--- config.mk ---
export PLATFORM = sky130hd
export DESIGN_NAME = tael_logger
export DESIGN_NICKNAME = d
export VERILOG_FILES = /design/src/rtl/tael_pkg.sv /design/src/rtl/tael_logger.sv /design/src/rtl/tael_log_mem.sv
export SDC_FILE = /design/constraint.sdc
export NUM_CORES = 1
export LEC_CHECK = 0
export BUFFER_PORTS_ARGS = -buffer_cell sky130_fd_sc_hd__buf_2
export CAP_MARGIN = 20
export CORE_MARGIN = 2
export CORE_UTILIZATION = 55
export CTS_CLUSTER_DIAMETER = 50
export DETAILED_ROUTE_END_ITERATION = 10
export PLACE_DENSITY = 0.81
export REMOVE_ABC_BUFFERS = 1
export SYNTH_ARGS = -nofsm -noshare
export SYNTH_HDL_FRONTEND = slang
export SYNTH_HIERARCHICAL = 1
export SYNTH_SLANG_ARGS = --single-unit
export TNS_END_PERCENT = 50
--- constraint.sdc ---
create_clock -name mclk -period 3 [get_ports mclk]
set_input_delay 0.3 -clock mclk [delete_from_list [all_inputs] [get_ports mclk]]
set_output_delay 0.3 -clock mclk [all_outputs]
set_load 0.01 [all_outputs]
--- src/rtl/tael_pkg.sv ---
package tael_pkg;

  // clock and supervision times
  localparam int unsigned CLK_HZ      = 25_000_000;
  localparam int unsigned TIMEOUT_MS  = 3000;
  localparam int unsigned TIMEOUT_CYC = TIMEOUT_MS * (CLK_HZ / 1000);
  localparam int unsigned BLINK_MS    = 250;
  localparam int unsigned BLINK_CYC   = BLINK_MS * (CLK_HZ / 1000);

  // alarm word: bit position of each weight
  localparam int unsigned ALM_W        = 13;
  localparam int unsigned MOVE_N       = 6;
  localparam int unsigned ALM_OPEN1    = 0;
  localparam int unsigned ALM_OPEN2    = 1;
  localparam int unsigned ALM_SL_OPEN  = 2;
  localparam int unsigned ALM_CLOSE1   = 3;
  localparam int unsigned ALM_CLOSE2   = 4;
  localparam int unsigned ALM_SL_CLOSE = 5;
  localparam int unsigned ALM_HANDLE   = 8;
  localparam int unsigned ALM_EXT      = 9;
  localparam int unsigned ALM_GEN      = 12;
  localparam logic [12:0] ALARM_RST    = 13'h0000;

  // supply events, index equals event code
  localparam int unsigned FIRST_EV_N  = 7;
  localparam int unsigned SECOND_EV_N = 2;
  localparam int unsigned EV_N        = FIRST_EV_N + SECOND_EV_N;

  // log word layout
  localparam int unsigned LOG_W        = 16;
  localparam int unsigned LOG_KIND_BIT = 15;
  localparam int unsigned EV_CODE_LSB  = 8;
  localparam int unsigned EV_CODE_W    = 7;
  localparam int unsigned LOG_DEPTH    = 16;
  localparam logic [15:0] LOG_WORD_RST = 16'h0000;

  typedef enum logic [7:0] {
    SRC_MANUAL   = 8'h01,
    SRC_AUTO     = 8'h02,
    SRC_TEST     = 8'h03,
    SRC_HANDLE   = 8'h04,
    SRC_FIELDBUS = 8'h05,
    SRC_DIGITAL  = 8'h06
  } tael_src_e;

  // bit 0 last, so the vector index is the alarm bit
  typedef struct packed {
    logic sl_connect;
    logic close_second;
    logic close_first;
    logic sl_disconnect;
    logic open_second;
    logic open_first;
  } tael_cmd_s;

  typedef struct packed {
    logic auto_key;
    logic gen_fault;
    logic handle_mounted;
    logic sl_closed_fb;
    logic sl_open_fb;
    logic pos_second;
    logic pos_centre;
    logic pos_first;
  } tael_pins_s;

endpackage : tael_pkg

--- src/rtl/tael_logger.sv ---
// How it works
// - open of first switch not done in 3 s raises alarm 1, blinking
// - open of second switch not done in 3 s raises alarm 2, blinking
// - secondary load disconnect not done in 3 s raises alarm 4, blinking
// - close of first switch not done in 3 s raises alarm 8, blinking
// - close of second switch not done in 3 s raises alarm 16, blinking
// - secondary load connect not done in 3 s raises alarm 32, blinking
// - failed movement alarms clear only on an automatic-mode key press
// - mounted handle gives forced-manual alarm 256 while mounted
// - both position inputs active gives external fault alarm 512
// - generator malfunction gives generator alarm 4096
// - first supply events coded 0 to 6
// - second supply missing voltage coded 7, undervoltage coded 8
// - every alarm and event becomes its own entry in one shared log
// - log bit 15 kind; events code 14:8 source 7:0; alarms code 12:0
// - event source field holds 1 to 6 by origin
// - any movement failure locks automatic switching until key press
`timescale 1ns/1ns
module tael_logger #(
  parameter int unsigned TIMEOUT_CYC = tael_pkg::TIMEOUT_CYC,
  parameter int unsigned BLINK_CYC   = tael_pkg::BLINK_CYC,
  parameter int unsigned LOG_DEPTH   = tael_pkg::LOG_DEPTH,
  parameter int unsigned LOG_AW      = $clog2(LOG_DEPTH)
) (
  // clock and reset
  input  wire logic                   mclk,
  input  wire logic                   rst_n,
  // movement commands from the switching logic, one-cycle pulses
  input  wire tael_pkg::tael_cmd_s    move_cmd,
  // switch mechanism and front panel pins, asynchronous
  input  wire tael_pkg::tael_pins_s   pins,
  // supply supervision conditions, levels
  input  wire logic [6:0]             first_supply_cond,
  input  wire logic [1:0]             second_supply_cond,
  input  wire tael_pkg::tael_src_e    event_src,
  // alarm state and indicator
  output logic      [12:0]            alarm_code_ff,
  output logic                        alarm_led_ff,
  output logic                        auto_lock_ff,
  // log stream and log read port
  output logic                        log_wr_ff,
  output logic      [15:0]            log_word_ff,
  output logic      [LOG_AW-1:0]      log_wptr_ff,
  input  wire logic [LOG_AW-1:0]      log_rd_addr,
  output logic      [15:0]            log_rd_data
);

  localparam int unsigned CW = $clog2(TIMEOUT_CYC + 1);
  localparam int unsigned BW = $clog2(BLINK_CYC + 1);
  localparam int unsigned PW = tael_pkg::ALM_W + tael_pkg::EV_N;
  localparam int unsigned MN = tael_pkg::MOVE_N;

  function automatic logic [6:0] ev_index(input logic [tael_pkg::EV_N-1:0] oh);
    logic [6:0] idx;
    idx = 7'h00;
    for (int k = 0; k < tael_pkg::EV_N; k++) begin
      if (oh[k]) begin
        idx = 7'(k);
      end
    end
    return idx;
  endfunction : ev_index

  // ---- pin synchronisers
  logic [7:0]           sync1_ff;
  logic [7:0]           sync2_ff;
  logic [7:0]           sync3_ff;
  logic [7:0]           pin_bits_ff;
  logic [7:0]           agree;
  tael_pkg::tael_pins_s pin_ff;

  always_ff @(posedge mclk or negedge rst_n) begin
    if (!rst_n) begin
      sync1_ff <= 8'h00;
      sync2_ff <= 8'h00;
      sync3_ff <= 8'h00;
    end else begin
      sync1_ff <= pins;
      sync2_ff <= sync1_ff;
      sync3_ff <= sync2_ff;
    end
  end

  assign agree = ~(sync2_ff ^ sync3_ff);

  // a change counts once second and third stage agree
  always_ff @(posedge mclk or negedge rst_n) begin
    if (!rst_n) begin
      pin_bits_ff <= 8'h00;
    end else begin
      pin_bits_ff <= (pin_bits_ff & ~agree) | (sync2_ff & agree);
    end
  end

  assign pin_ff = tael_pkg::tael_pins_s'(pin_bits_ff);

  // ---- movement supervision
  logic [MN-1:0] cmd_vec;
  logic [MN-1:0] done_vec;
  logic [MN-1:0] busy_ff;
  logic [CW-1:0] cnt_ff [MN];
  logic [MN-1:0] expire;

  assign cmd_vec  = move_cmd;
  assign done_vec = {pin_ff.sl_closed_fb, pin_ff.pos_second, pin_ff.pos_first,
                     pin_ff.sl_open_fb, pin_ff.pos_centre, pin_ff.pos_centre};

  always_comb begin
    for (int i = 0; i < MN; i++) begin
      expire[i] = busy_ff[i] && !done_vec[i] && (cnt_ff[i] == CW'(TIMEOUT_CYC - 1));
    end
  end

  always_ff @(posedge mclk or negedge rst_n) begin
    if (!rst_n) begin
      busy_ff <= '0;
      for (int i = 0; i < MN; i++) begin
        cnt_ff[i] <= '0;
      end
    end else begin
      for (int i = 0; i < MN; i++) begin
        if (cmd_vec[i]) begin
          busy_ff[i] <= 1'b1;
          cnt_ff[i]  <= '0;
        end else if (busy_ff[i] && (done_vec[i] || expire[i])) begin
          busy_ff[i] <= 1'b0;
        end else if (busy_ff[i]) begin
          cnt_ff[i]  <= cnt_ff[i] + 1'b1;
        end
      end
    end
  end

  // ---- alarm word
  logic        key_prev_ff;
  logic        key_rise;
  logic [12:0] nxt_alarm;

  always_ff @(posedge mclk or negedge rst_n) begin
    if (!rst_n) begin
      key_prev_ff <= 1'b0;
    end else begin
      key_prev_ff <= pin_ff.auto_key;
    end
  end

  assign key_rise = pin_ff.auto_key & ~key_prev_ff;

  always_comb begin
    nxt_alarm = tael_pkg::ALARM_RST;
    // a new timeout wins over a key press in the same cycle
    nxt_alarm[MN-1:0] = (alarm_code_ff[MN-1:0] & ~{MN{key_rise}})
                        | expire;
    nxt_alarm[tael_pkg::ALM_HANDLE] = pin_ff.handle_mounted;
    nxt_alarm[tael_pkg::ALM_EXT]    = pin_ff.pos_first & pin_ff.pos_second;
    nxt_alarm[tael_pkg::ALM_GEN]    = pin_ff.gen_fault;
  end

  always_ff @(posedge mclk or negedge rst_n) begin
    if (!rst_n) begin
      alarm_code_ff <= tael_pkg::ALARM_RST;
      auto_lock_ff  <= 1'b0;
    end else begin
      alarm_code_ff <= nxt_alarm;
      auto_lock_ff  <= |nxt_alarm[MN-1:0];
    end
  end

  // ---- alarm indicator: blink on movement failure, steady otherwise
  logic [BW-1:0] blink_cnt_ff;
  logic          blink_ph_ff;

  always_ff @(posedge mclk or negedge rst_n) begin
    if (!rst_n) begin
      blink_cnt_ff <= '0;
      blink_ph_ff  <= 1'b0;
    end else if (blink_cnt_ff == BW'(BLINK_CYC - 1)) begin
      blink_cnt_ff <= '0;
      blink_ph_ff  <= ~blink_ph_ff;
    end else begin
      blink_cnt_ff <= blink_cnt_ff + 1'b1;
    end
  end

  always_ff @(posedge mclk or negedge rst_n) begin
    if (!rst_n) begin
      alarm_led_ff <= 1'b0;
    end else if (|alarm_code_ff[MN-1:0]) begin
      alarm_led_ff <= blink_ph_ff;
    end else begin
      alarm_led_ff <= |alarm_code_ff;
    end
  end

  // ---- log entry queue, lowest pending bit first, alarms before events
  logic [12:0]               alarm_prev_ff;
  logic [tael_pkg::EV_N-1:0] ev_now;
  logic [tael_pkg::EV_N-1:0] ev_prev_ff;
  logic [PW-1:0]             pend_ff;
  logic [PW-1:0]             new_pend;
  logic [PW-1:0]             grant;
  logic [15:0]               nxt_word;
  logic [6:0]                grant_ev_idx;
  logic                      grant_alm;

  assign ev_now       = {second_supply_cond, first_supply_cond};
  assign new_pend     = {ev_now & ~ev_prev_ff, alarm_code_ff & ~alarm_prev_ff};
  assign grant        = pend_ff & (~pend_ff + 1'b1);
  assign grant_ev_idx = ev_index(grant[PW-1:tael_pkg::ALM_W]);
  assign grant_alm    = |grant[tael_pkg::ALM_W-1:0];

  always_ff @(posedge mclk or negedge rst_n) begin
    if (!rst_n) begin
      alarm_prev_ff <= tael_pkg::ALARM_RST;
      ev_prev_ff    <= '0;
    end else begin
      alarm_prev_ff <= alarm_code_ff;
      ev_prev_ff    <= ev_now;
    end
  end

  always_ff @(posedge mclk or negedge rst_n) begin
    if (!rst_n) begin
      pend_ff <= '0;
    end else begin
      pend_ff <= (pend_ff & ~grant) | new_pend;
    end
  end

  always_comb begin
    nxt_word = tael_pkg::LOG_WORD_RST;
    if (grant_alm) begin
      nxt_word[tael_pkg::ALM_W-1:0] = grant[tael_pkg::ALM_W-1:0];
    end else begin
      nxt_word[tael_pkg::LOG_KIND_BIT] = 1'b1;
      nxt_word[tael_pkg::EV_CODE_LSB +: tael_pkg::EV_CODE_W] =
        grant_ev_idx;
      nxt_word[7:0] = event_src;
    end
  end

  always_ff @(posedge mclk or negedge rst_n) begin
    if (!rst_n) begin
      log_wr_ff   <= 1'b0;
      log_word_ff <= tael_pkg::LOG_WORD_RST;
      log_wptr_ff <= '0;
    end else begin
      log_wr_ff   <= |grant;
      log_word_ff <= nxt_word;
      if (log_wr_ff) begin
        log_wptr_ff <= log_wptr_ff + 1'b1;
      end
    end
  end

  tael_log_mem #(
    .WIDTH (tael_pkg::LOG_W),
    .DEPTH (LOG_DEPTH),
    .AW    (LOG_AW)
  ) u_log_mem (
    .mclk       (mclk),
    .wr_en      (log_wr_ff),
    .wr_addr    (log_wptr_ff),
    .wr_data    (log_word_ff),
    .rd_addr    (log_rd_addr),
    .rd_data_ff (log_rd_data)
  );

  for (genvar g = 0; g < MN; g++) begin : g_chk

  end
endmodule : tael_logger

--- src/rtl/tael_log_mem.sv ---
`timescale 1ns/1ns
module tael_log_mem #(
  parameter int unsigned WIDTH = tael_pkg::LOG_W,
  parameter int unsigned DEPTH = tael_pkg::LOG_DEPTH,
  parameter int unsigned AW    = $clog2(DEPTH)
) (
  // clock
  input  wire logic             mclk,
  // write side
  input  wire logic             wr_en,
  input  wire logic [AW-1:0]    wr_addr,
  input  wire logic [WIDTH-1:0] wr_data,
  // read side
  input  wire logic [AW-1:0]    rd_addr,
  output logic      [WIDTH-1:0] rd_data_ff
);

  logic [WIDTH-1:0] mem [DEPTH];

  always_ff @(posedge mclk) begin
    if (wr_en) begin
      mem[wr_addr] <= wr_data;
    end
  end

  always_ff @(posedge mclk) begin
    rd_data_ff <= mem[rd_addr];
  end

endmodule : tael_log_mem

==> metrics.txt <==
Max transition margin=0.2829; RSZ-0062 raised after global routing=no; HPWL Detailed=30.92 mm; Die Footprint=44730 um^2; CTS Buffer Depth=3; placed cell count=2424; Post-synth EDFFs=256; CTS root buf=clkbuf_16; Syn Area/Cell=13.25 um^2; final hold violation count=0; Worst-path clk slew=60 ps; DRT Pass-1 Iters=5; CP Capture Type=register; final worst slack=567.4 ps; vias in the first global route=15360; Initial Util=0.5535; n_diodes=0; final instance area=27390 um^2; top-area cell type share of the netlist area=0.3246; CTS Buf Count=60; Tot GR Track Use=0.2275; Crit path required time=3480 ps; maximum number of pins on one net before global-route repair=81; area leader, netlist=edfxtp_1; share of layout cells above drive strength 1=0.1557; Nets=2011; Critical Path AT=2910 ps; Max-Cap Viols=0; pwr/cell area=627.4 nW/um^2; worst reg-to-reg path cell count=5; asr flop ratio synth=0.5203; WHS=146.1 ps; hold path endpoint=cnt_ff[46]$_DFFE_PN0P_; dpl ws=643.4 ps; Rows=76; Setup Viol. Count Final=0; flop2flop setup slack=570 ps; most common cell in the synthesized netlist=dfrtp_1; Max Freq=411.1 MHz; WL final=49.21 mm; Seq/Total Area, Yosys=0.6498; port buffer count=82; TritonCTS clock tree=built; count of cell types in the netlist=65; first-pass GRT wire length=80.31 mm; clk_skew=16.31 ps; Max Fanout on Critical Path=13; post-layout min period=2433 ps; initial antenna violation count=1; die width=211.5 um; Leak=10.32 nW; Routed Antenna Nets=0; GPL Wtd Cong=0.8816; # resized after CTS=0; final period utilization=0.8109; Ports=89; critical path class=register to register; worst hold path type=primary input to register; vias=15230; Syn-to-layout area delta=15.67%; Primary FF master, synth=dfrtp_1; worst r2r dst=pend_ff[20]$_DFF_PN0_; Post-Synthesis Cells=1787; Post-synth top cells=295 x dfrtp_1, 256 x edfxtp_1, 136 x nor2_1, 102 x nand2_1, 75 x a21oi_1; Routed wire per std cell=19.20 um; # DRC=0; status=finished clean; Ys Warns=6; Remaining Overflow, GRT=0; Starting DRT DRC Count=1622; worst reg2reg path startpoint=pend_ff[7]$_DFF_PN0_; critical path cell sequence=nor4_1, and4bb_2, nand2_1, o41ai_1, o21ai_0; Tot Pwr=17.19 mW; Num Clock Sinks=567; average via count per standard cell=5.943; synth top area cells=edfxtp_1 32%, dfrtp_1 31%, mux4_2 5.1%, nor2_1 2.2%, xnor2_1 1.8%; Yosys reg bits=567; H-tree levels=2; critical hold path startpoint=move_cmd[4]; Max rail drop VDD=0.0004896 V; Core Box Area=42790 um^2; Synth Cell Area=23680 um^2; hold depth=2; worst stage delay on the critical path=650 ps; Startpoint Class=register; critical path's slowest cell=nor4_1; Final Max Slew Viols=0; worst-skew pair later-pin latency=620 ps; worst slew pin tran=1072 ps; placed instance area=24990 um^2; number of fill cells in the layout=3068; final cell count without fillers=2563; Die Y-Extent=211.5 um
[worst max path at each step]
stage                      startpoint                      to  slack [ps]
2_1_floorplan  cnt_ff[44]$_DFFE_PN0P_  cnt_ff[37]$_DFFE_PN0P_        -240
3_3_place_gp     pend_ff[7]$_DFF_PN0_   pend_ff[20]$_DFF_PN0_         710
3_5_place_dp     pend_ff[9]$_DFF_PN0_   pend_ff[20]$_DFF_PN0_         640
4_1_cts          pend_ff[7]$_DFF_PN0_   pend_ff[20]$_DFF_PN0_         620
5_1_grt          pend_ff[1]$_DFF_PN0_   pend_ff[20]$_DFF_PN0_         420
6_report         pend_ff[7]$_DFF_PN0_   pend_ff[20]$_DFF_PN0_         570
[where the power goes]
group          internal (mW)  switching (mW)
clock network           4.76            3.10
registers               8.38           0.206
logic                  0.283           0.450
[layout by cell type (no fill, tap or decap), drive strengths merged, types with 26 or more instances in the layout]
cell type,Yosys,layout
conb,1,38
nand3,73,73
edfxtp,256,256
xnor2,50,50
dlygate4sd3,0,26
nor2b,30,30
o21ai,75,75
and3,27,27
nor3,38,38
a22oi,32,32
mux4,64,64
xor2,42,42
dfrtp,295,295
or4,33,33
o31ai,27,27
buf,24,122
or3,50,50
nand4,49,49
nor4,46,46
a21oi,75,75
nand2,102,102
clkbuf,44,73
nor2,136,136
inv,53,61
[kinds of logic (layout without fill, tap and decap cells)]
family | after synthesis | in the layout | share of synthesized area
fa+ha+maj | 16 | 16 | 0.007608
buf+inv | 121 | 314 | 0.02303
compound gates | 249 | 249 | 0.06387
mux | 81 | 81 | 0.07027
flops | 567 | 567 | 0.6498
other cells | 1 | 38 | 0.0001583
xor+xnor | 92 | 92 | 0.03402
simple gates | 660 | 660 | 0.1512
[worst max-delay path, delay by kind of cell (launching register included)]
family             cells  cell delay, ps
AOI/OAI and AO/OA      2             460
DFF                    1             420
and+or+nand+nor        3            1400
[what timing repair did]
item,4_1_cts,5_1_grt
setup buffers,0,0
endpoints found under the hold margin,111,0
hold buffers,26,0
[final cells by class]
| cell class | instances | area, um^2 | area share |
|---|---|---|---|
| clock buffers | 73 | 1632 | 0.05956 |
| clock inverters | 40 | 511.7 | 0.01868 |
| inverters | 53 | 198.9 | 0.007262 |
| multi-input cells | 1136 | 7933 | 0.2896 |
| flip-flops and latches | 567 | 15390 | 0.5618 |
| well taps | 546 | 683.2 | 0.02494 |
| repair buffers | 148 | 1046 | 0.03818 |
[state kept, by name (all words and copies together), names as in the netlist, 14 cells and up, named ones only]
name and flops:
blink_cnt_ff 23, u_log_mem/rd_data_ff 16, u_log_mem/mem 256, cnt_ff 162, log_word_ff 14, pend_ff 22
[through the flow]
stage	TNS, ps	utilization
detailed placement	0	0.5840
CTS	0	0.6402
finish	0	0.6402
global route	0	0.6402
global placement	0	0.5840
floorplan	-3193	-
[routing by layer]
layer,track usage,part of all wire,routed length [um]
met1,0.2984,0.41,20190
met2,0.3878,0.51,25090
met3,0.04080,0.055,2724
met4,0.07309,0.025,1215
met5,0,0,0
No activity file was read; power rests on OpenSTA's default activity.
